File: src/bip_pkg.sv
/*
 * Shared constants and types of the boot image block parser.
 * Assumes one clock domain and a byte stream already deserialised.
 */
package bip_pkg;

	// ==========================================================
	// Block layout
	localparam int FIFO_DEPTH = 16;
	localparam logic [15:0] HDR_LEN = 16'h000c;
	localparam logic [15:0] CSUM_FIRST = 16'h0002;
	localparam logic [15:0] IDX_ID0 = 16'h0002;
	localparam logic [15:0] IDX_ID1 = 16'h0003;
	localparam logic [15:0] IDX_SEL = 16'h0004;
	localparam logic [15:0] IDX_ADR_HI = 16'h0006;
	localparam logic [15:0] IDX_ADR_LO = 16'h0007;
	localparam logic [15:0] IDX_TOT_HI = 16'h0008;
	localparam logic [15:0] IDX_TOT_LO = 16'h0009;
	localparam logic [15:0] IDX_HDR_LAST = 16'h000b;
	localparam logic [15:0] TERM_LAST = 16'h0013;
	localparam logic [15:0] ID_VALUE = 16'h001f;

	// ==========================================================
	// Memory select codes and word sizes
	localparam logic [7:0] SEL_MCU_PROG = 8'h00;
	localparam logic [7:0] SEL_MCU_DATA = 8'h01;
	localparam logic [7:0] SEL_DSP_COEF = 8'h03;
	localparam logic [7:0] SEL_DSP_DATA = 8'h04;
	localparam logic [2:0] LEN_WORD4 = 3'h4;
	localparam logic [2:0] LEN_WORD6 = 3'h6;
	localparam logic [47:0] COEF_MASK = 48'h0000_0fff_ffff;
	localparam logic [4:0] LEVEL_LIMIT = 5'h0e;

	// ==========================================================
	// Types
	typedef enum logic [2:0] {
		ST_HDR = 3'b000,
		ST_DATA = 3'b001,
		ST_TRL = 3'b010,
		ST_TERM = 3'b011,
		ST_SKIP = 3'b100,
		ST_DONE = 3'b101
	} bip_state_e;

	typedef struct packed {
		logic [7:0] memSel;
		logic [15:0] addr;
		logic [47:0] data;
	} bip_word_s;

endpackage : bip_pkg
File: src/bip_parser.sv
/*
 * Word FIFO and boot image block parser top.
 * Assumes bytes come from the serial master on the same clock.
 */
// How it works
// - MCU words are four bytes, low byte first, from block byte 12.
// - Trailer holds zero bytes then checksum high, then checksum low.
// - Checksum covers block bytes 2 through N + 11, compared at trailer.
// - Coefficient words keep only bits 27 down to 0.
// - Coefficient bytes low first; fourth byte gives bits 27 to 24.
// - DSP data words are six bytes, first byte in bits 7 to 0.
// - Sixth data byte fills bits 47 to 40; words every six bytes.
// - Header ID other than 0x001F ends the whole load.
// - Memory select byte picks target: 0, 1, 3 or 4 handled.
// - Image ends with a termination block whose last 16 bytes are zero.

module bip_fifo
	import bip_pkg::*;
#(
	parameter int WIDTH = 72,
	parameter int DEPTH = 16,
	localparam int AW = $clog2(DEPTH)
) (
	input wire logic mclk,
	input wire logic rst_b,
	input wire logic inValid,
	output logic inReady,
	input wire logic [WIDTH-1:0] inData,
	output logic outValid,
	input wire logic outReady,
	output logic [WIDTH-1:0] outData,
	output logic [AW:0] level
);
	logic [WIDTH-1:0] mem [DEPTH];
	logic [AW-1:0] wrPtr;
	logic [AW-1:0] rdPtr;
	logic [AW:0] next_level;
	wire push = inValid && inReady;
	wire load = (level != '0) && (!outValid || outReady);

	// ==========================================================
	// Fill state
	assign inReady = level != (AW + 1)'(DEPTH);
	assign next_level = level + {{AW{1'b0}}, push} - {{AW{1'b0}}, load};
	// Storage write
	always_ff @(posedge mclk) begin
		if (push) begin
			mem[wrPtr] <= inData;
		end
	end

	// Pointers and output register
	always_ff @(posedge mclk) begin
		if (!rst_b) begin
			wrPtr <= '0;
			rdPtr <= '0;
			level <= '0;
			outValid <= 1'b0;
			outData <= '0;
		end else begin
			level <= next_level;
			if (push) begin
				wrPtr <= wrPtr + 1'b1;
			end
			if (load) begin
				rdPtr <= rdPtr + 1'b1;
				outData <= mem[rdPtr];
				outValid <= 1'b1;
			end else if (outReady) begin
				outValid <= 1'b0;
			end
		end
	end
endmodule : bip_fifo

module bip_parser
	import bip_pkg::*;
(
	input wire logic mclk,
	input wire logic rst_b,
	input wire logic byteValid,
	input wire logic [7:0] byteData,
	output logic byteReady,
	output logic wordValid,
	input wire logic wordReady,
	output bip_word_s word,
	output logic blockOk,
	output logic blockErr,
	output logic loadDone,
	output logic loadAbort
);
	// Bytes per memory word for a select code
	function automatic logic [2:0] wordLenOf(input logic [7:0] s);
		return (s == SEL_DSP_DATA) ? LEN_WORD6 : LEN_WORD4;
	endfunction : wordLenOf
	// Select codes this parser can load
	function automatic logic selKnown(input logic [7:0] s);
		return s == SEL_MCU_PROG || s == SEL_MCU_DATA ||
			s == SEL_DSP_COEF || s == SEL_DSP_DATA;
	endfunction : selKnown

	bip_state_e state;
	bip_state_e next_state;
	logic [15:0] idx;
	logic [15:0] total;
	logic [15:0] addr;
	logic [15:0] csum;
	logic [7:0] sel;
	logic [7:0] id0;
	logic [7:0] chkHi;
	logic [2:0] pos;
	logic [47:0] asm;
	logic trlBad;
	logic hdrBad;
	logic fifoInReady;
	logic [4:0] fifoLevel;

	// ==========================================================
	// Decode of the current byte
	wire take = byteValid && byteReady;
	wire [2:0] wLen = wordLenOf(sel);
	wire [15:0] trlLen = {13'h0000, wLen};
	wire [15:0] dataEnd = total - trlLen;
	wire [15:0] minTotal = HDR_LEN + trlLen;
	wire lastByte = idx == total - 16'h0001;
	wire trlZeroPos = idx < total - 16'h0002;
	wire [5:0] shAmt = {pos, 3'b000};
	wire [47:0] merged = asm | ({40'h0, byteData} << shAmt);
	wire isCoef = sel == SEL_DSP_COEF;
	wire [47:0] pushData = isCoef ? (merged & COEF_MASK) : merged;
	wire push = take && state == ST_DATA && pos == wLen - 3'h1;
	wire sumByte = idx >= CSUM_FIRST &&
		(state == ST_HDR || state == ST_DATA);
	wire [15:0] sumNext = csum + {8'h00, byteData};
	wire idBad = idx == IDX_ID1 && {id0, byteData} != ID_VALUE;
	wire chkGood = !trlBad && {chkHi, byteData} == csum;
	wire hdrEnd = state == ST_HDR && idx == IDX_HDR_LAST;
	wire tooShort = total < minTotal;
	wire abortNow = state == ST_HDR && (idBad || (hdrEnd && total != 16'h0000
		&& selKnown(sel) && tooShort));
	wire blockEnd = take && lastByte && (state == ST_TRL || state == ST_SKIP);
	wire trlEnd = take && state == ST_TRL && lastByte;
	wire termEnd = take && state == ST_TERM && idx == TERM_LAST;
	wire nonZero = byteData != 8'h00;
	bip_word_s pushWord;
	assign pushWord = '{memSel: sel, addr: addr, data: pushData};

	// ==========================================================
	// Block sequencing
	always_comb begin
		next_state = state;
		if (take) begin
			case (state)
				ST_HDR: begin
					if (abortNow) begin
						next_state = ST_DONE;
					end else if (hdrEnd) begin
						if (total == 16'h0000) begin
							next_state = ST_TERM;
						end else if (!selKnown(sel)) begin
							next_state = ST_SKIP;
						end else if (total == minTotal) begin
							next_state = ST_TRL;
						end else begin
							next_state = ST_DATA;
						end
					end
				end
				ST_DATA: begin
					if (idx == dataEnd - 16'h0001) begin
						next_state = ST_TRL;
					end
				end
				ST_TRL, ST_SKIP: begin
					if (lastByte) begin
						next_state = ST_HDR;
					end
				end
				ST_TERM: begin
					if (idx == TERM_LAST) begin
						next_state = ST_DONE;
					end
				end
				ST_DONE: next_state = ST_DONE;
				default: next_state = ST_HDR;
			endcase
		end
	end

	// Byte counter, checksum and header fields
	always_ff @(posedge mclk) begin
		if (!rst_b) begin
			state <= ST_HDR;
			idx <= '0;
			csum <= '0;
			sel <= '0;
			id0 <= '0;
			total <= '0;
			addr <= '0;
		end else begin
			state <= next_state;
			if (take) begin
				idx <= blockEnd ? 16'h0000 : idx + 16'h0001;
				if (blockEnd) begin
					csum <= '0;
				end else if (sumByte) begin
					csum <= sumNext;
				end
				if (state == ST_HDR && idx == IDX_ID0) id0 <= byteData;
				if (state == ST_HDR && idx == IDX_SEL) sel <= byteData;
				if (state == ST_HDR && idx == IDX_ADR_HI) addr[15:8] <= byteData;
				if (state == ST_HDR && idx == IDX_ADR_LO) addr[7:0] <= byteData;
				if (state == ST_HDR && idx == IDX_TOT_HI) total[15:8] <= byteData;
				if (state == ST_HDR && idx == IDX_TOT_LO) total[7:0] <= byteData;
				if (push) addr <= addr + 16'h0001;
			end
		end
	end

	// Word assembly, low byte first; cleared outside data so no cut word leaks
	always_ff @(posedge mclk) begin
		if (!rst_b || state != ST_DATA) begin
			pos <= '0;
			asm <= '0;
		end else if (take) begin
			pos <= push ? 3'h0 : pos + 3'h1;
			asm <= push ? 48'h0 : merged;
		end
	end

	// Trailer and termination checks
	always_ff @(posedge mclk) begin
		if (!rst_b) begin
			trlBad <= 1'b0;
			hdrBad <= 1'b0;
			chkHi <= '0;
		end else if (take) begin
			if (blockEnd) begin
				trlBad <= 1'b0;
				hdrBad <= 1'b0;
			end else begin
				if (state == ST_TRL && trlZeroPos && nonZero) trlBad <= 1'b1;
				if ((state == ST_HDR && idx >= IDX_SEL) || state == ST_TERM) begin
					hdrBad <= hdrBad | nonZero;
				end
			end
			if (state == ST_TRL && idx == total - 16'h0002) chkHi <= byteData;
		end
	end

	// Status outputs and byte flow control
	always_ff @(posedge mclk) begin
		if (!rst_b) begin
			blockOk <= 1'b0;
			blockErr <= 1'b0;
			loadDone <= 1'b0;
			loadAbort <= 1'b0;
			byteReady <= 1'b0;
		end else begin
			blockOk <= trlEnd && chkGood;
			blockErr <= (trlEnd && !chkGood) || (blockEnd && state == ST_SKIP)
				|| (termEnd && (hdrBad || nonZero));
			loadDone <= next_state == ST_DONE;
			loadAbort <= loadAbort | (take && abortNow);
			byteReady <= next_state != ST_DONE && fifoInReady &&
				fifoLevel < LEVEL_LIMIT;
		end
	end

	// ==========================================================
	// Word buffer toward the memory writer
	bip_fifo #(.WIDTH($bits(bip_word_s)), .DEPTH(FIFO_DEPTH)) uFifo (
		.mclk(mclk),
		.rst_b(rst_b),
		.inValid(push),
		.inReady(fifoInReady),
		.inData(pushWord),
		.outValid(wordValid),
		.outReady(wordReady),
		.outData(word),
		.level(fifoLevel)
	);
endmodule : bip_parser

File: config.mk
export PLATFORM = sky130hd
export DESIGN_NAME = bip_parser
export DESIGN_NICKNAME = d
export VERILOG_FILES = /design/src/bip_pkg.sv /design/src/bip_parser.sv
export SDC_FILE = /design/constraint.sdc
export NUM_CORES = 2
export LEC_CHECK = 0
export BUFFER_PORTS_ARGS = -buffer_cell sky130_fd_sc_hd__buf_2
export CAP_MARGIN = 40
export CORE_AREA = 2 2 302 304
export CTS_BUF_LIST = sky130_fd_sc_hd__clkbuf_16
export CTS_CLUSTER_DIAMETER = 60
export DETAILED_ROUTE_END_ITERATION = 16
export DIE_AREA = 0 0 304 306
export GPL_TIMING_DRIVEN = 0
export HOLD_SLACK_MARGIN = 0.03
export PLACE_DENSITY = 0.78
export SLEW_MARGIN = 20
export SYNTH_ARGS = -nofsm -noshare
export SYNTH_HDL_FRONTEND = slang
export SYNTH_SLANG_ARGS = --single-unit
export TNS_END_PERCENT = 1
File: constraint.sdc
create_clock -name mclk -period 11.7 [get_ports mclk]
set_input_delay 2.925 -clock mclk [delete_from_list [all_inputs] [get_ports mclk]]
set_output_delay 2.925 -clock mclk [all_outputs]
set_load 0.03 [all_outputs]
Yosys cells after proc, flatten, opt, wreduce, memory -nomap -nowiden --
Memories as Yosys holds them, arrays and structs flattened. A register that Yosys moved wholly into a read port is not among the register bits. Index checks and enable logic that the tools add are counted.
Storage, ports and cells: register bits after elaboration 163, input bits 12, memory bits (read-only) 0, memory bits (writable) 1152, memories kept 1, logic and storage cells 179, latch bits 0
Operators by class: div/mod/pow operators 0, muxes and demuxes 28, shift-type cells 1, multiply operators 0, reductions and logical operators 76, add/subtract/negate cells 14, $lt $le $gt $ge 5, equal/unequal tests 28, bitwise gates (word level) 3
Memories:
- uFifo.mem | words 16, bits a word 72, read ports 1, clocked after Yosys merged registers in 1, write ports 1, RTL line bip_parser.sv:34 | logic [WIDTH-1:0] mem [DEPTH];
Operators with widths (count):
- $mux 48 | 2
- $eq 16x16->1 | 4
- $mux 16 | 4
- $eq 16x3->1 const B | 3
- $eq 16x4->1 const B | 3
- $or 48x48->48 | 1
- $shl 8x6->48 | 1
- $logic_and 1x1->1 | 36
- $add 16x1->16 const B | 2
- $eq 16x2->1 const B | 2
- $sub 16x1->16 const B | 2
- $mux 3 | 9
- $reduce_and 2->1 | 10
- $add 16x8->16 | 1
- $eq 16x5->1 | 1
- $eq 16x5->1 const B | 1
- $ge 16x2->1 const B | 1
- $ge 16x3->1 const B | 1
- $logic_not 16->1 | 1
- $lt 16x16->1 | 1
- $lt 16x5->1 | 1
- $mux 8 | 2
- $ne 16x5->1 const B | 1
- $reduce_bool 16->1 | 1
- 31 further kinds | 64

Logic depth before layout (Yosys ltp) --
depth after elaboration 14, mapped depth 17

By module --
A second synthesis with hierarchy kept.
Second synthesis, totals: cells, all modules 3042, area total of the unflattened synthesis 54975.2 um^2
Modules (own cells, without submodules):
- bip_fifo | times used 1, cells an instance 2013, area each 46412.0 um^2
- bip_parser | times used 1, cells an instance 1029, area each 8563.2 um^2

Least setup slack after synthesis --
No wires, ideal clock.
path type input to register, start in byteValid, end mem uFifo.mem[3][0], enable pin, stages on the path 6, buffers on the path 1, library setup time 590 ps, slack 2057 ps, arrival 9053 ps, data required time 11110 ps, cells stage by stage and2_1 > clkbuf_1 > nand4_1 > a31oi_2 > nand2_1 > nor3_1
On the way: cells in the longest elaborated chain, start to end 6
RTL lines:
- from (decl) | RTL line bip_parser.sv:81 | input wire logic byteValid,
- $logic_and 1x1->1 | RTL line bip_parser.sv:120 | wire take = byteValid && byteReady;
- $logic_and 1x1->1 (2 in a row) | RTL line bip_parser.sv:131 | wire push = take && state == ST_DATA && pos == wLen - 3'h1;
- $logic_and 1x1->1 | RTL line bip_parser.sv:38 | wire push = inValid && inReady;
- net uFifo.push | RTL line bip_parser.sv:38
- $mux 1 | RTL line bip_parser.sv:47 | if (push) begin
- $mux 1 (implied by the code) | RTL line bip_parser.sv:48 | mem[wrPtr] <= inData;
- to (decl) | RTL line bip_parser.sv:34
The timed path passes the listed nets, and every way through them passes these cells.

Worst setup path in the final report --
start in byteValid, end mem uFifo.mem[1][48], enable pin
The elaborated chain is that of the path after synthesis.

==> impl_metrics.csv <==
group,metric,value,unit
clock_network,clock_latency,780,ps
timing,slew_headroom,35.7,%
route,post_drt_wl_per_cell,33.4,um
critical_path,crit_type,"in2reg",
die,start_util,61.5,%
timing,max_freq,0.147,GHz
power,p_per_area,192,mW/mm^2
die,fp.dieH,306,um
clock_network,cts_resized,0,
timing,layout_setup_ws,4910,ps
timing,finalCritPeriodShare,58.1,%
die,row_count,110,
synthesis,yosys_warnings,0,
grt,grt_pass1_wl,232000,um
synthesis,syn_inst,3131,
placement,portBuffers,89,
cells_and_area,area_delta_synth_final,16.5,%
run,drv_cap,0,
route,drc,0,
power,p_leak,22.1,nW
critical_path,arrival,7260,ps
critical_path,endpoint_kind,"register",
timing,rsz0062_at_grt,"no",
critical_path,worstSetupStartpointType,"input port",
cells_and_area,final_cells,4842,
die,core,0.0896,mm^2
synthesis,synthesis.nets,3195,
clock_network,cts_buffers,136,
clock_network,cts_tree,"built",
clock_network,hold_buffers,0,
route,first_iter_violations,5545,
cells_and_area,fin_util,71.6,%
timing,finalMaxSlewViolations,0,
route,dr_total_vias,33900,
route,vias_per_cell,7.01,
clock_network,cts_root_buffer,"clkbuf_16",
critical_path,startpoint,"byteValid",
clock_network,clock-sinks,1387,
worst_hold_path,worst_hold_path_type,"reg2reg",
grt,grt_remaining_overflow,0,
clock_network,cts_setup_buffers,0,
die,die_x,304,um
die,die_area,0.0930,mm^2
critical_path,regToRegStartpoint,"sel[4]",
grt,grt_pass1_vias,34200,
timing,fin_tns_setup,0,ps
placement,pre_cts_slack,4350,ps
timing,tightest_slew,964,ps
route,postRouteAntennaNets,0,
clock_network,path_clk_slew,60,ps
timing,skew,32.3,ps
critical_path,cp.required,12170,ps
synthesis,synth-edff-count,1152,
synthesis,ys.flop_type,"edfxtp_1",
clock_network,cts_max_level,4,
timing,min_period,6790,ps
power,ir_drop,0.155,mV
clock_network,cts_max_path_buffers,3,
cells_and_area,final_nets,3616,
placement,dp_cells,4554,
timing,hold_viol,0,
grt,grt_start_max_net_pins,22,
worst_hold_path,hold_start,"uFifo.outData[54]",
grt,antenna_found_initial,5,
cells_and_area,drive_above_1_share,24.4,%
route,dr.pass1.iters,7,
grt,grt_util_all_layers,35.0,%
synthesis,seq_area_frac_synth,71.3,%
synthesis,synth_seq_cells,1387,
critical_path,cp_max_fo,10,
route,totalWireLength,162000,um
synthesis,syn_area_per_cell,17.6,um^2
synthesis,ys_types,78,
synthesis,netlist_area,0.0551,mm^2
status,status,"finished clean",
synthesis,async_flop_share,0,%
placement,hpwl,100000,um
die,io_pins,90,
placement,gp_congestion,0.908,
timing,report.final.setup_viol,0,
==> cell type report <==
type,count,area [um^2]
multi-input combinational,1528,15100
inverter,30,113
sequential,1387,39300
buffer,186,737
clock inverter,111,901
clock buffer,139,3480
fill,4963,25400
antenna,2,5.00
timing repair buffer,283,3100
tap,1176,1470
==> cell usage after synthesis (all sizes together) (3+ instances only) <==
| library cell | count | area share, % |
|---|---|---|
| nand4 | 15 | 0.17 |
| dfxtp | 235 | 8.5 |
| mux2i | 35 | 0.64 |
| inv | 29 | 0.20 |
| a211oi | 9 | 0.13 |
| nand4b | 4 | 0.064 |
| nand2 | 252 | 1.7 |
| nor2b | 17 | 0.19 |
| or3 | 8 | 0.091 |
| nor4b | 6 | 0.11 |
| nand3 | 17 | 0.15 |
| nand2b | 13 | 0.15 |
| and3b | 3 | 0.048 |
| a21oi | 167 | 1.5 |
| a31oi | 18 | 0.22 |
| o21a | 5 | 0.068 |
| ha | 49 | 1.1 |
| or4 | 10 | 0.14 |
| nor3 | 26 | 0.25 |
| o31ai | 4 | 0.064 |
| and4 | 3 | 0.048 |
| xnor2 | 32 | 0.51 |
| o21ai | 64 | 0.58 |
| nor2 | 201 | 1.4 |
| and4b | 4 | 0.073 |
| and3 | 25 | 0.28 |
| nor4 | 25 | 0.33 |
| o211ai | 3 | 0.041 |
| a2111oi | 5 | 0.091 |
| a21o | 29 | 0.40 |
| a31o | 9 | 0.14 |
| a22oi | 5 | 0.068 |
| mux4 | 360 | 15 |
| xor2 | 44 | 0.70 |
| clkbuf | 147 | 1.0 |
| nand3b | 4 | 0.054 |
| buf | 39 | 0.32 |
| and2 | 15 | 0.17 |
| fa | 3 | 0.11 |
| a32oi | 7 | 0.11 |
| edfxtp | 1152 | 63 |
| or4b | 3 | 0.061 |
==> worst paths after layout <==
| check | cells after the start | slack [ps] | to |
|---|---|---|---|
| worst max-delay path | 11 | 4910 | uFifo.mem[1][48] |
| worst min-delay path | 2 | 450 | uFifo.outData[54] |
| worst max register to register | 11 | 6290 | uFifo.mem[1][48] |
| worst min register to register | 2 | 450 | uFifo.outData[54] |
==> logic make-up after synthesis <==
kind of cell	share of synthesized area [%]
AO/OA/AOI/OAI	3.73
XOR/XNOR	1.21
AND/OR/NAND/NOR	5.61
buffers and inverters	1.53
flip-flops	71.3
multiplexers	15.4
adder cells (fa/ha/maj)	1.22
==> report_power, final <==
| part | switching (mW) | internal [mW] |
|---|---|---|
| logic | 1.57 | 0.970 |
| clock network | 1.92 | 2.40 |
| registers | 0.0769 | 5.40 |
==> routing by layer <==
metal | global-route usage (%) | vias to the layer above | wire, um
met3 | 9.35 | 658 | 20200
met5 | 0 | - | 11
met2 | 56.0 | 3028 | 77800
met4 | 18.6 | 2 | 9060
met1 | 44.3 | 17000 | 54600
li1 | - | 13300 | -
==> cells in the final DEF (no fill, tap or decap), types with 17 or more instances in the layout <==
cell type / synthesis / layout
a21o_1: 29 / 29
a21oi_1: 165 / 165
a31oi_1: 17 / 17
and3_1: 25 / 25
buf_1: 29 / 28
buf_12: 0 / 26
buf_16: 0 / 25
buf_2: 6 / 99
buf_4: 2 / 56
buf_6: 2 / 67
buf_8: 0 / 18
clkbuf_1: 147 / 141
clkbuf_16: 0 / 139
clkinv_1: 1 / 28
clkinv_2: 0 / 17
dfxtp_1: 235 / 235
edfxtp_1: 1152 / 1152
ha_1: 49 / 49
inv_1: 29 / 62
mux2i_1: 35 / 35
mux4_2: 360 / 360
nand2_1: 252 / 252
nand3_1: 17 / 17
nor2_1: 201 / 188
nor2b_1: 17 / 17
nor3_1: 25 / 21
nor4_1: 22 / 22
o21ai_0: 64 / 63
xnor2_1: 32 / 32
xor2_1: 44 / 44
==> state kept, by name, indices dropped and copies added (netlist names), 3 cells and up <==
| register | flops |
|---|---|
| id0 | 8 |
| asm | 48 |
| total | 16 |
| chkHi | 8 |
| idx | 16 |
| uFifo.level | 5 |
| sel | 8 |
| csum | 16 |
| uFifo.outData | 72 |
| uFifo.mem | 1152 |
| addr | 16 |
| pos | 3 |
| state | 3 |
| uFifo.wrPtr | 4 |
| uFifo.rdPtr | 4 |
==> per-stage QoR <==
stage	hold WS (ps)	area [um^2]	total power [mW]
CTS	455	63900	12.3
detailed placement	446	59500	7.96
finish	452	64200	12.3
global route	472	64200	12.6
global placement	440	57000	7.76
floorplan	437	55100	7.04
==> worst max-delay path: stages <==
cell and delay, ps:
buf_2 100, and2_1 290, clkbuf_1 550, nand4_1 600, a31oi_2 630, nand2_1 380, nor3_2 780, buf_4 340
buf_4 230, buf_4 210, buf_4 200
Note: power is estimated with default switching activity, not from simulation.
